[src/hdl/wsc_pkg.sv]
// wsc_pkg: constants for the wake source control register bank
package wsc_pkg;
	// ----------------------------------------
	// register addresses
	// ----------------------------------------
	localparam logic [6:0] WSC_ADDR_INT = 7'h06;
	localparam logic [6:0] WSC_ADDR_EXT = 7'h07;
	// ----------------------------------------
	// field positions
	// ----------------------------------------
	localparam int WSC_BIT_T2_WK = 7;
	localparam int WSC_BIT_T1_WK = 6;
	localparam int WSC_BIT_STOP_WD_HI = 2;
	localparam int WSC_BIT_INT_ALL = 7;
	localparam int WSC_BIT_MEAS = 5;
	localparam int WSC_BIT_HV3 = 2;
	localparam int WSC_BIT_HV2 = 1;
	localparam int WSC_BIT_HV1 = 0;
	// ----------------------------------------
	// implemented bits, reset, restart, fail-safe
	// ----------------------------------------
	localparam logic [7:0] WSC_INT_MASK = 8'hC4;
	localparam logic [7:0] WSC_EXT_MASK = 8'hA7;
	localparam logic [7:0] WSC_INT_RESET = 8'h00;
	localparam logic [7:0] WSC_EXT_RESET = 8'h07;
	localparam logic [7:0] WSC_INT_RESTART_KEEP = 8'hC0;
	localparam logic [7:0] WSC_EXT_RESTART_KEEP = 8'hA7;
	localparam logic [7:0] WSC_EXT_FS_KEEP = 8'hA0;
	localparam logic [7:0] WSC_EXT_FS_SET = 8'h07;
	// ----------------------------------------
	// bus transceiver modes and serial frame
	// ----------------------------------------
	localparam logic [1:0] WSC_CAN_WAKE_LOW = 2'h1;
	localparam logic [4:0] WSC_FRAME_BITS = 5'h10;
	localparam logic [4:0] WSC_HDR_BITS = 5'h08;
	localparam int WSC_ADDR_W = 7;
	localparam int WSC_WR_BIT = 7;
endpackage

[src/hdl/wsc_regs.sv]
// wsc_regs: wake source control registers behind the serial configuration port
`timescale 1ns/100ps
`default_nettype none
module wsc_regs (
	// clock and reset
	input wire logic sys_clk,
	input wire logic rst_n,
	// serial configuration port pins
	input wire logic spi_csn_n,
	input wire logic spi_sclk,
	input wire logic spi_sdi,
	output logic spi_sdo,
	output logic spi_sdo_oe,
	// chip events
	input wire logic soft_reset,
	input wire logic restart_event,
	input wire logic fail_safe_entry,
	input wire logic normal_mode,
	// hardware update of stop watchdog off bit hi
	input wire logic hw_stop_wd_hi_we,
	input wire logic hw_stop_wd_hi_val,
	// watchdog register bit lo and bus transceiver mode
	input wire logic stop_watchdog_off_bit_lo,
	input wire logic [2:0] can_mode,
	// control outputs
	output logic second_timer_wake_enable,
	output logic first_timer_wake_enable,
	output logic [1:0] stop_watchdog_off,
	output logic int_all_status,
	output logic measure_active,
	output logic ignore_level_12,
	output logic [2:0] hv_wake_enable,
	output logic can_wake_source,
	output logic bus_ctrl_force_wake
);
	import wsc_pkg::*;

	// ----------------------------------------
	// pin synchronisers
	// ----------------------------------------
	logic [1:0] csn_sync;
	logic [2:0] sclk_sync;
	logic [1:0] sdi_sync;
	logic csn_last;
	always_ff @(posedge sys_clk) begin
		if (!rst_n) begin
			csn_sync <= 2'h3;
			sclk_sync <= 3'h0;
			sdi_sync <= 2'h0;
			csn_last <= 1'b1;
		end else begin
			csn_sync <= {csn_sync[0], spi_csn_n};
			sclk_sync <= {sclk_sync[1:0], spi_sclk};
			sdi_sync <= {sdi_sync[0], spi_sdi};
			csn_last <= csn_sync[1];
		end
	end
	logic sclk_rise;
	logic frame_end;
	assign sclk_rise = sclk_sync[1] & ~sclk_sync[2] & ~csn_sync[1];
	assign frame_end = csn_sync[1] & ~csn_last;

	// ----------------------------------------
	// frame shifter
	// ----------------------------------------
	logic [15:0] frame;
	logic [4:0] bit_cnt;
	always_ff @(posedge sys_clk) begin
		if (!rst_n) begin
			frame <= 16'h0000;
			bit_cnt <= 5'h00;
		end else if (csn_sync[1]) begin
			bit_cnt <= 5'h00;
		end else if (sclk_rise) begin
			frame <= {sdi_sync[1], frame[15:1]};
			if (bit_cnt != WSC_FRAME_BITS + 5'h01)
				bit_cnt <= bit_cnt + 5'h01;
		end
	end

	logic [6:0] wr_addr;
	logic wr_flag;
	logic sw_wr_int;
	logic sw_wr_ext;
	assign wr_addr = frame[WSC_ADDR_W-1:0];
	assign wr_flag = frame[WSC_WR_BIT];
	assign sw_wr_int = frame_end & (bit_cnt == WSC_FRAME_BITS) & wr_flag & (wr_addr == WSC_ADDR_INT);
	assign sw_wr_ext = frame_end & (bit_cnt == WSC_FRAME_BITS) & wr_flag & (wr_addr == WSC_ADDR_EXT);

	// ----------------------------------------
	// registers
	// ----------------------------------------
	logic [7:0] int_reg;
	logic [7:0] ext_reg;
	always_ff @(posedge sys_clk) begin
		if (!rst_n || soft_reset) begin
			int_reg <= WSC_INT_RESET;
		end else if (restart_event) begin
			int_reg <= int_reg & WSC_INT_RESTART_KEEP;
		end else begin
			if (sw_wr_int)
				int_reg <= frame[15:8] & WSC_INT_MASK;
			if (hw_stop_wd_hi_we)
				int_reg[WSC_BIT_STOP_WD_HI] <= hw_stop_wd_hi_val;
		end
	end

	always_ff @(posedge sys_clk) begin
		if (!rst_n || soft_reset) begin
			ext_reg <= WSC_EXT_RESET;
		end else if (restart_event) begin
			ext_reg <= ext_reg & WSC_EXT_RESTART_KEEP;
		end else if (fail_safe_entry) begin
			ext_reg <= (ext_reg & WSC_EXT_FS_KEEP) | WSC_EXT_FS_SET;
		end else if (sw_wr_ext) begin
			ext_reg <= frame[15:8] & WSC_EXT_MASK;
		end
	end

	// ----------------------------------------
	// read path
	// ----------------------------------------
	logic [7:0] rd_val;
	logic [7:0] rd_shift;
	always_comb begin
		rd_val = 8'h00;
		if (frame[15:9] == WSC_ADDR_INT)
			rd_val = int_reg & WSC_INT_MASK;
		else if (frame[15:9] == WSC_ADDR_EXT)
			rd_val = ext_reg & WSC_EXT_MASK;
	end
	always_ff @(posedge sys_clk) begin
		if (!rst_n) begin
			rd_shift <= 8'h00;
			spi_sdo <= 1'b0;
		end else if (sclk_rise && bit_cnt == WSC_HDR_BITS - 5'h01) begin
			rd_shift <= {1'b0, rd_val[7:1]};
			spi_sdo <= rd_val[0];
		end else if (sclk_rise && bit_cnt >= WSC_HDR_BITS) begin
			rd_shift <= {1'b0, rd_shift[7:1]};
			spi_sdo <= rd_shift[0];
		end
	end
	assign spi_sdo_oe = ~csn_sync[1];

	// ----------------------------------------
	// control outputs
	// ----------------------------------------
	logic meas;
	assign meas = ext_reg[WSC_BIT_MEAS];
	always_ff @(posedge sys_clk) begin
		if (!rst_n) begin
			second_timer_wake_enable <= 1'b0;
			first_timer_wake_enable <= 1'b0;
			stop_watchdog_off <= 2'h0;
			int_all_status <= 1'b0;
			measure_active <= 1'b0;
			ignore_level_12 <= 1'b0;
			hv_wake_enable <= 3'h0;
			can_wake_source <= 1'b0;
			bus_ctrl_force_wake <= 1'b0;
		end else begin
			second_timer_wake_enable <= int_reg[WSC_BIT_T2_WK];
			first_timer_wake_enable <= int_reg[WSC_BIT_T1_WK];
			stop_watchdog_off <= {int_reg[WSC_BIT_STOP_WD_HI], stop_watchdog_off_bit_lo};
			int_all_status <= ext_reg[WSC_BIT_INT_ALL];
			measure_active <= meas & normal_mode;
			ignore_level_12 <= meas;
			hv_wake_enable[2] <= ext_reg[WSC_BIT_HV3];
			hv_wake_enable[1] <= ext_reg[WSC_BIT_HV2] & ~meas;
			hv_wake_enable[0] <= ext_reg[WSC_BIT_HV1] & ~meas;
			can_wake_source <= (can_mode[1:0] == WSC_CAN_WAKE_LOW);
			bus_ctrl_force_wake <= fail_safe_entry & ~restart_event & ~soft_reset;
		end
	end
endmodule
`default_nettype wire

[config.mk]
export PLATFORM = sky130hd
export DESIGN_NAME = wsc_regs
export DESIGN_NICKNAME = d
export VERILOG_FILES = /design/src/hdl/wsc_pkg.sv /design/src/hdl/wsc_regs.sv
export SDC_FILE = /design/constraint.sdc
export NUM_CORES = 1
export LEC_CHECK = 0
export BUFFER_PORTS_ARGS = -buffer_cell sky130_fd_sc_hd__buf_2
export CORE_MARGIN = 3
export CORE_UTILIZATION = 55
export CTS_BUF_LIST = sky130_fd_sc_hd__clkbuf_4 sky130_fd_sc_hd__clkbuf_8
export DETAILED_ROUTE_END_ITERATION = 12
export PLACE_DENSITY = 0.89
export RECOVER_POWER = 50
export SYNTH_ARGS = -nofsm -noshare
export SYNTH_HDL_FRONTEND = slang
export SYNTH_SLANG_ARGS = --single-unit
[constraint.sdc]
create_clock -name sys_clk -period 1.7 [get_ports sys_clk]
set_input_delay 0.34 -clock sys_clk [delete_from_list [all_inputs] [get_ports sys_clk]]
set_output_delay 0.34 -clock sys_clk [all_outputs]
set_load 0.1 [all_outputs]
* Yosys cells after proc, flatten, opt, wreduce, memory -nomap -nowiden
Cells that the tools add are included.
** Storage, ports and cells
- Output and inout port bits :: 14
- Register bits after elaboration :: 57
- Input bits :: 15
- Word-level logic and storage cells :: 75
** Cells by class
- Equality and inequality tests :: 8
- Magnitude comparators :: 1
- Multiplexer cells :: 10
- Reduce and logical (&&, ||, !) cells :: 14
- Bitwise operators :: 20
- Add/subtract/negate cells :: 1
** Operator list (number)
- $eq A7 B3 Y1 const B :: 4
- $mux W8 :: 2
- $mux W7 :: 2
- $and A1 B1 Y1 :: 12
- $mux W3 :: 3
- $not A1 Y1 :: 8
- $reduce_and A2 Y1 :: 4
- $reduce_bool A2 Y1 :: 3
- $add A5 B1 Y5 const B :: 1
- $eq A5 B3 Y1 const B :: 1
- $eq A5 B5 Y1 const B :: 1
- $ge A5 B4 Y1 const B :: 1
- $ne A5 B5 Y1 const B :: 1
- $reduce_or A2 Y1 :: 2
- $mux W1 :: 3
- $reduce_and A3 Y1 :: 1
- $eq A2 B1 Y1 const B :: 1
- $logic_and A1 B1 Y1 :: 2
- $logic_not A1 Y1 :: 1
- $logic_or A1 B1 Y1 :: 1

* Longest topological paths before layout
Gate-level depths: netlist (run 1).
- Depth in word-level cells :: 7
- Mapped depth :: 6

* Least setup slack after synthesis (run 1)
Ideal clock, no wire load.
- Kind :: register to register
- Start :: reg bit_cnt[0]
- End :: reg int_reg[2]
- Arrival :: 1.390 ns
- Data required time :: 1.588 ns
- Path buffers :: 0
- Slack :: 0.198 ns
- Cell stages (with the launch flop) :: 7
- Cell sequence :: dfxtp_1 -> inv_1 -> ha_1 -> nor4b_2 -> and4_1 -> a31oi_1 -> a2111oi_1
** Between the ends
- Word-level cells in the longest chain between the ends :: 5
** Ends and longest elaborated chain
- start, declared :: line wsc_regs.sv:67 : logic [4:0] bit_cnt;
- start signal, assigned :: line wsc_regs.sv:77 : bit_cnt <= bit_cnt + 5'h01;
- $eq A5 B5 Y1 :: line wsc_regs.sv:87 : assign sw_wr_int = frame_end & (bit_cnt == WSC_FRAME_BITS) & wr_flag & (wr_addr == WSC_ADDR_INT);
- $and A1 B1 Y1 (3 in series) :: line wsc_regs.sv:87
- $reduce_bool A2 Y1 (no source line)
- end signal, assigned :: line wsc_regs.sv:99 : int_reg <= int_reg & WSC_INT_RESTART_KEEP;
- end signal, assigned :: line wsc_regs.sv:102 : int_reg <= frame[15:8] & WSC_INT_MASK;
- end signal, assigned by index :: line wsc_regs.sv:104 : int_reg[WSC_BIT_STOP_WD_HI] <= hw_stop_wd_hi_val;
- end, declared :: line wsc_regs.sv:93 : logic [7:0] int_reg;
No other way between the ends.
A chain may end at the register's enable or synchronous reset.

* Worst setup path after layout (run 1)
- Start :: reg bit_cnt[1]
- End :: reg int_reg[2]
The elaborated chain is that of the path after synthesis.

==> results_dict.tcl, run 1 <==
set metrics [dict create \
    yosys_warnings 0 \
    drc 0 \
    async_flop_share_pct 0 \
    cts_max_level 3 \
    root_buffer "clkbuf_8" \
    dieArea_mm2 0.00472 \
    final-max-slew-violation-count 0 \
    p_leak_nw 1.03 \
    grt_antenna_before_repair 0 \
    yosysUniqueCellTypes 40 \
    ys_seq_area_share_pct 52.8 \
    drive_gt1_share_pct 21.4 \
    num_rows 22 \
    start_kind "register" \
    end_kind "register" \
    synth_top_area_share_pct 52.8 \
    overflow 0 \
    clkTransAtPathRegs_ns 0.06 \
    r2r_cells 6 \
    num_vias 1821 \
    cap_violations 0 \
    antenna_left 0 \
    cts_tree "done" \
    p_per_area_mw_per_mm2 1020 \
    fin_crit_sh_pct 96.9 \
    place_congestion 0.867 \
    worstPathRequired_ns 1.93 \
    synth_edf_count 0 \
    synth_area_per_cell_um2 9.36 \
    ctsHoldBuffers 0 \
    syn_inst 231 \
    die_h_um 68.7 \
    hold_class "in -> reg" \
    fin_cells 324 \
    min_period_ns 1.65 \
    grt_pass1_vias 1672 \
    wl_mm 4.71 \
    cts_buffers 9 \
    core-area_mm2 0.00372 \
    crit_fanout 4 \
    worstSetupStartpoint "bit_cnt[1]" \
    die_w_um 68.7 \
    antenna_cells 0 \
    synthFlopType "dfxtp_1" \
    dp.cells 307 \
    grt_start_max_net_pins 19 \
    vdd_ir_drop_max_uv 596 \
    yosys_register_bits 57 \
    yosysMostFrequentCell "dfxtp_1" \
    syn2layout_area_growth_pct 19.8 \
    min_path_cells 2 \
    reg_top3 "frame x16, rd_shift x7" \
    worst-slew-pin-transition_ns 0.637 \
    clkSinkCount 57 \
    clk_path_buf_depth 2 \
    setup_viol 0 \
    initial_core_util_pct 58.2 \
    p_total_w 0.00264 \
    clk_latency_ns 0.33 \
    synthTopCellsByCount "57 x dfxtp_1, 38 x nand2_1, 22 x a21oi_1" \
    skew_ns 0.00691 \
    top_register "frame" \
    clock.fmax_ghz 0.607 \
    track_usage_pct 22.1 \
    drt-initial-drc-count 134 \
    nFillCells 308 \
    arrival_ns 1.88 \
    crit_type "reg -> reg" \
    r2r-start "bit_cnt[1]" \
    hold_violations 0 \
    finish.utilization_pct 69.7 \
    viasPerCell 5.62 \
    grt_pass1_wl_mm 7.53 \
    synth_area_mm2 0.00216 \
    synthTopCellsByArea "dfxtp_1 53%, nand2_1 6.6%, a21oi_1 5.1%" \
    dpl.hpwl_mm 3.09 \
    numPortBuffers 27 \
    synth_nets 249 \
    largest_reg_flops 16 \
    synth_area_leader_cell "dfxtp_1" \
    worstHoldStart "can_mode[1]" \
    pin_count 29 \
    holdWs_ns 0.153 \
    status "finished, final reports clean" \
    layout.nets 289 \
    wl_per_cell_um 14.5 \
    drtPass1Iterations 4 \
    timing.slew.headroom_pct 57.5 \
]
path summary, 6_finish.rpt:
path	to	slack, ns
setup / recovery	int_reg[2]	0.05
hold / removal	can_wake_source	0.15
setup reg to reg	int_reg[2]	0.05
hold reg to reg	csn_sync[1]	0.41
critical path: stages (launching register included):
cell	delay, ns
dfxtp_2	0.33
inv_1	0.07
ha_1	0.17
nor4b_4	0.24
and4_4	0.27
a31oi_1	0.11
a2111oi_2	0.35
layout by cell type (no fill, tap or decap), drive strengths merged, types with 2 or more instances in the layout:
cell type / netlist / layout
and2: 12 / 12
xor2: 2 / 2
o211ai: 3 / 3
ha: 3 / 3
o31ai: 2 / 2
a22oi: 4 / 4
nand4: 7 / 7
buf: 1 / 34
and3b: 4 / 4
clkinv: 0 / 3
a31oi: 4 / 4
nand2b: 3 / 3
nand4bb: 2 / 2
nor3b: 3 / 3
a21oi: 23 / 23
nor3: 2 / 2
nand2: 38 / 38
o21ai: 5 / 5
inv: 6 / 6
mux2i: 8 / 8
dfxtp: 57 / 57
nor4b: 4 / 4
nand3: 6 / 6
nor2: 13 / 13
clkbuf: 9 / 18
where the power goes:
group,switching [W],internal [W],total [W]
clock,0.000511,0.000633,0.00114
combinational,0.000101,0.0000327,0.000134
sequential,0.00000588,0.00135,0.00136
total,0.000618,0.00202,0.00264
cell families (layout without fill, tap and decap cells):
| group | after synthesis | in the layout | share of synthesized area [%] |
|---|---|---|---|
| buffers and inverters | 16 | 61 | 2.89 |
| and+or+nand+nor | 100 | 100 | 25.6 |
| adders and majority gates | 3 | 3 | 1.74 |
| muxes | 8 | 8 | 3.70 |
| AOI/OAI and AO/OA | 44 | 44 | 12.0 |
| DFF | 57 | 57 | 52.8 |
| xor gates and xnor gates | 3 | 3 | 1.22 |
cell type report:
cell class / count / area, um2 / share of cell area, %
Tap cell: 48 / 60.1 / 2.32
Inverter: 6 / 22.5 / 0.870
Sequential cell: 57 / 1140 / 44.1
Timing Repair Buffer: 39 / 209 / 8.07
Clock inverter: 3 / 15.0 / 0.580
Clock buffer: 13 / 166 / 6.43
Multi-Input combinational cell: 158 / 975 / 37.6
per-layer routing:
metal | track usage, % | wire [um] | up-vias
li1 | - | - | 888
met3 | 8.27 | 278 | 13
met5 | 0 | 0 | -
met1 | 26.1 | 2040 | 865
met2 | 34.9 | 2290 | 55
met4 | 11.2 | 102 | 0
what timing repair did:
action	4_1_cts	5_1_grt
resized for setup	0	5
setup endpoints to repair	0	6
buffers inserted	0	1
per-stage QoR:
step	area, um2	setup WS, ns	setup TNS, ns
final	2590	0.0522	0
after global routing	2590	-0.100	-0.106
after CTS	2580	0.0101	0
after detailed placement	2400	0.0362	0
after global placement	2400	0.0905	0
after floorplan	2160	0.198	0
Power figures use the tool's default switching activity.
==> run 2: changes to the inputs <==
--- a/config.mk
+++ b/config.mk
@@ -8,7 +8,6 @@
 export BUFFER_PORTS_ARGS = -buffer_cell sky130_fd_sc_hd__buf_2
 export CORE_MARGIN = 3
 export CORE_UTILIZATION = 55
-export CTS_BUF_LIST = sky130_fd_sc_hd__clkbuf_4 sky130_fd_sc_hd__clkbuf_8
 export DETAILED_ROUTE_END_ITERATION = 12
 export PLACE_DENSITY = 0.89
 export RECOVER_POWER = 50
==> run 2 against run 1 <==
Net effect: critical path type unchanged; maximum frequency fell by 0.40%; power fell by 1.3%; critical endpoint unchanged; largest power group unchanged; sequential power barely moved.
==> results_dict.tcl, run 2 (synthesis results as in run 1) <==
set metrics [dict create \
    status "finished, final reports clean" \
    r2r-start "bit_cnt[1]" \
    layout_common_cells "56 x dfxtp_1, 38 x nand2_1, 26 x buf_2, 22 x a21oi_1, 13 x nor2_1" \
    num_vias 1800 \
    drc 0 \
    clock.fmax_ghz 0.604 \
    vdd_ir_drop_max_uv 592 \
    clkTransAtPathRegs_ns 0.06 \
    holdWs_ns 0.154 \
    hold_violations 0 \
    ff_latch_area_mm2 0.00114 \
    top_register "frame" \
    ctsHoldBuffers 0 \
    clk_latency_ns 0.33 \
    timing.slew.headroom_pct 58.2 \
    antenna_left 0 \
    r2r_slack_ns 0.05 \
    drt-initial-drc-count 134 \
    clkSinkCount 57 \
    hold_class "in -> reg" \
    fin_crit_sh_pct 97.3 \
    core-area_mm2 0.00372 \
    cts_buffers 9 \
    arrival_ns 1.89 \
    numPortBuffers 27 \
    grt_antenna_before_repair 0 \
    viasPerCell 5.56 \
    dieArea_mm2 0.00472 \
    grt_start_max_net_pins 19 \
    crit-reg2reg-capture "int_reg[2]" \
    nFillCells 303 \
    cts_max_level 3 \
    syn2layout_area_growth_pct 19.6 \
    pin_count 29 \
    num_rows 22 \
    p_per_area_mw_per_mm2 1010 \
    antenna_cells 0 \
    endpoint "int_reg[2]" \
    wl_per_cell_um 14.3 \
    end_kind "register" \
    largest_reg_flops 16 \
    crit_type "reg -> reg" \
    min_period_ns 1.65 \
    final-max-slew-violation-count 0 \
    cap_violations 0 \
    dpl.hpwl_mm 3.09 \
    r2r_cells 6 \
    track_usage_pct 21.7 \
    drtPass1Iterations 4 \
    clk_path_buf_depth 2 \
    overflow 0 \
    wl_mm 4.64 \
    die_h_um 68.7 \
    initial_core_util_pct 58.2 \
    fin_ws_ns 0.0456 \
    drive_gt1_share_pct 21.0 \
    cts_tree "done" \
    fin_area_mm2 0.00259 \
    root_buffer "clkbuf_8" \
    finish.utilization_pct 69.6 \
    layout_commonest_cell "dfxtp_1" \
    place_ws_ns 0.0362 \
    crit_fanout 4 \
    post_dp_cell_area_mm2 0.00240 \
    reg_top3 "frame x16, rd_shift x7" \
    p_total_w 0.00260 \
    setup_viol 0 \
    grt_pass1_vias 1640 \
    multiInputGateArea_um2 975 \
    place_congestion 0.867 \
    worstSetupStartpoint "bit_cnt[1]" \
    grt_pass1_wl_mm 7.41 \
    layout.nets 289 \
    start_kind "register" \
    worstPathRequired_ns 1.93 \
    p_leak_nw 1.02 \
    skew_ns 0.00572 \
    die_w_um 68.7 \
    worst-slew-pin-transition_ns 0.627 \
]
==> run 2: changes by cell type in the layout (fill, tap and decap cells not counted) <==
| cell | change |
|---|---|
| clkbuf_1 | +1 |
| clkbuf_4 | -2 |
| buf_4 | +1 |
| and2_0 | +1 |
| and2_1 | -1 |
==> run 2: cell type report <==
class	instances	share of cell area (%)
sequential	57	44.2
timing repair buffer	39	8.22
clock inverter	3	0.581
clock buffer	13	6.14
tap	48	2.32
inverter	6	0.871
multi-input combinational	158	37.7
==> run 2: layer usage <==
| layer | track usage, % | up-vias | wire, um |
|---|---|---|---|
| li1 | - | 885 | - |
| met1 | 26.7 | 850 | 2060 |
| met2 | 33.7 | 55 | 2240 |
| met3 | 6.00 | 10 | 254 |
| met4 | 12.7 | 0 | 96 |
| met5 | 0 | - | 0 |
==> run 2: timing repair <==
action,CTS,global route
gates resized for setup,0,5
setup endpoints to repair,0,6
setup buffers,0,1
==> run 2: worst max-delay path, cell delays in order, from the launching register on <==
cell and delay [ns]:
dfxtp_2 0.33, inv_1 0.07, ha_1 0.17, nor4b_4 0.24
and4_4 0.27, a31oi_1 0.11, a2111oi_2 0.35
==> run 2: power breakdown <==
group | switching, W | total (W) | internal (W)
clock | 0.000508 | 0.00111 | 0.000601
combinational | 0.000101 | 0.000135 | 0.0000337
sequential | 0.00000595 | 0.00136 | 0.00135
total | 0.000614 | 0.00260 | 0.00199
==> run 2: through the flow <==
stage / setup TNS [ns] / cells
after floorplan: 0 / 231
after global placement: 0 / 307
after detailed placement: 0 / 307
after CTS: 0 / 323
after global routing: -0.105 / 324
final: 0 / 324
==> run 2: worst min path at each step <==
stage,start,end,slack (ns),depth (start not counted)
finish,can_mode[1],can_wake_source,0.15,2
global route,can_mode[1],can_wake_source,0.14,2
CTS,can_mode[1],can_wake_source,0.14,2
detailed placement,csn_sync[0],csn_sync[1],0.40,1
global placement,csn_sync[0],csn_sync[1],0.39,1
floorplan,csn_sync[0],csn_sync[1],0.39,1
==> run 3: changes to the inputs <==
--- a/config.mk
+++ b/config.mk
@@ -6,6 +6,7 @@
 export NUM_CORES = 1
 export LEC_CHECK = 0
 export BUFFER_PORTS_ARGS = -buffer_cell sky130_fd_sc_hd__buf_2
+export CORE_ASPECT_RATIO = 1.2
 export CORE_MARGIN = 3
 export CORE_UTILIZATION = 55
 export DETAILED_ROUTE_END_ITERATION = 12
==> run 3 against run 2 <==
Net effect: global-route usage shrank 0.70 points; power is 1.6% higher; maximum frequency up 6.3%; setup slack improved by 0.098 ns; sequential power barely moved; largest cell class unchanged; largest power group unchanged.
==> results_dict.tcl, run 3 (synthesis results as in run 1) <==
set metrics [dict create \
    critical-path-slowest-cell "nor4b_2" \
    timing.slew.headroom_pct 59.2 \
    arrival_ns 1.76 \
    root_buffer "clkbuf_8" \
    min_period_ns 1.56 \
    p_seq_share_pct 51.3 \
    worstPathRequired_ns 1.90 \
    switching_share_pct 22.5 \
    setup_viol 0 \
    p_total_w 0.00264 \
    wl_met1_mm 1.86 \
    dp.cells 307 \
    clk_path_buf_depth 2 \
    drt-initial-drc-count 93 \
    viasPerCell 5.54 \
    vdd_ir_drop_max_uv 624 \
    num_rows 24 \
    grt_start_max_net_pins 19 \
    top_register "frame" \
    cp_slowest_stage_delay_ns 0.42 \
    initial_core_util_pct 58.5 \
    combPwrFrac_pct 4.9 \
    p_sw_w 0.000594 \
    wl_per_cell_um 13.9 \
    cts_max_level 3 \
    place_ws_ns 0.0588 \
    grt_antenna_before_repair 0 \
    p_leak_nw 0.996 \
    fin_cells 322 \
    syn2layout_area_growth_pct 18.4 \
    largest_reg_flops 16 \
    layout.nets 284 \
    drc 0 \
    path_buf_inv 0 \
    die_h_um 74.7 \
    clock.fmax_ghz 0.642 \
    grt_pass1_wl_mm 7.58 \
    track_usage_pct 21.0 \
    dpl.hpwl_mm 3.10 \
    hold_class "in -> reg" \
    pin_count 29 \
    pwr-share-clk_pct 43.7 \
    die_w_um 63.2 \
    fin_crit_sh_pct 91.6 \
    antenna_cells 0 \
    clkTransAtPathRegs_ns 0.06 \
    layout_commonest_cell "dfxtp_1" \
    antenna_left 0 \
    rsz0062_at_grt "yes" \
    grt_pass1_vias 1700 \
    clk_latency_ns 0.33 \
    place_congestion 0.822 \
    drtPass1Iterations 4 \
    start_kind "register" \
    p_per_area_mw_per_mm2 1030 \
    met3_length_um 287 \
    status "finished, final reports clean" \
    fin_ws_ns 0.144 \
    cts_buffers 9 \
    crit_family "simple AND/OR/NAND/NOR gates" \
    final-max-slew-violation-count 0 \
    hold_violations 0 \
    reg_top3 "frame x16, rd_shift x7" \
    clkSinkCount 57 \
    worst-slew-pin-transition_ns 0.613 \
    dr.max_layer_used "met4" \
    dieArea_mm2 0.00472 \
    ctsHoldBuffers 0 \
    wl_mm 4.46 \
    layout_common_cells "57 x dfxtp_1, 38 x nand2_1, 22 x a21oi_1, 22 x buf_2, 13 x nor2_1" \
    crit_fanout 7 \
    internal_power_w 0.00205 \
    numPortBuffers 27 \
    cts_tree "done" \
    end_kind "register" \
    crit_type "reg -> reg" \
    num_vias 1785 \
    cap_violations 0 \
    drive_gt1_share_pct 19.3 \
    met2_length_mm 2.19 \
    overflow 0 \
    skew_ns 0.00854 \
    crit_chain "nor4b_2, nand4_1, mux2i_1, nand2_1" \
    holdWs_ns 0.161 \
    core-area_mm2 0.00369 \
]
## run 3: changes by cell type in the layout (fill, tap and decap cells not counted), sizes merged
| cell | delta |
|---|---|
| clkbuf | +3 |
| clkinvlp | +1 |
| bufinv | +1 |
| buf | -9 |
| clkinv | -2 |
## run 3: worst paths after layout
kind | cells after the start | from | slack [ns] | endpoint
min | 2 | can_mode[1] | 0.16 | can_wake_source
max | 4 | bit_cnt[2] | 0.14 | ext_reg[0]
min reg2reg | 1 | csn_sync[0] | 0.41 | csn_sync[1]
max reg2reg | 4 | bit_cnt[2] | 0.14 | ext_reg[0]
## run 3: layer usage
| layer | vias to the layer above | track usage (%) |
|---|---|---|
| met5 | - | 0 |
| met4 | 0 | 13.2 |
| met3 | 15 | 5.82 |
| met2 | 58 | 35.2 |
| met1 | 838 | 24.1 |
| li1 | 874 | - |
## run 3: cell type report
type,instances,area [um2]
fill,292,1130
inverter,6,22.5
tap,52,65.1
timing repair buffer,34,178
sequential,57,1140
clock buffer,12,135
clock inverter,3,42.5
multi-input combinational,158,976
## run 3: what timing repair did
item / in CTS / in global routing
gates resized for setup: 0 / 4
endpoints found under the setup margin: 0 / 4
setup buffers: 0 / 0
## run 3: power groups by stage
stage	Combinational, W	Clock [W]	Sequential [W]
2_1_floorplan	0.0000453	0	0.00144
3_3_place_gp	0.000129	0	0.00139
3_5_place_dp	0.000130	0	0.00139
4_1_cts	0.000131	0.00118	0.00136
5_1_grt	0.000140	0.00124	0.00136
6_report	0.000130	0.00116	0.00136
## run 3: worst reg2reg max path: cells and delay by family, from the launching register on
kind	cells	cell delay, ns
flops	1	0.39
mux	1	0.23
simple gates	3	0.81
## run 3: metrics by stage
step                area (um2)  utilization [%]  setup TNS [ns]
finish                    2560             69.3               0
global route              2560             69.3         -0.0102
CTS                       2550             69.1               0
detailed placement        2370             64.3               0
global placement          2370             64.3               0
floorplan                 2160                -               0
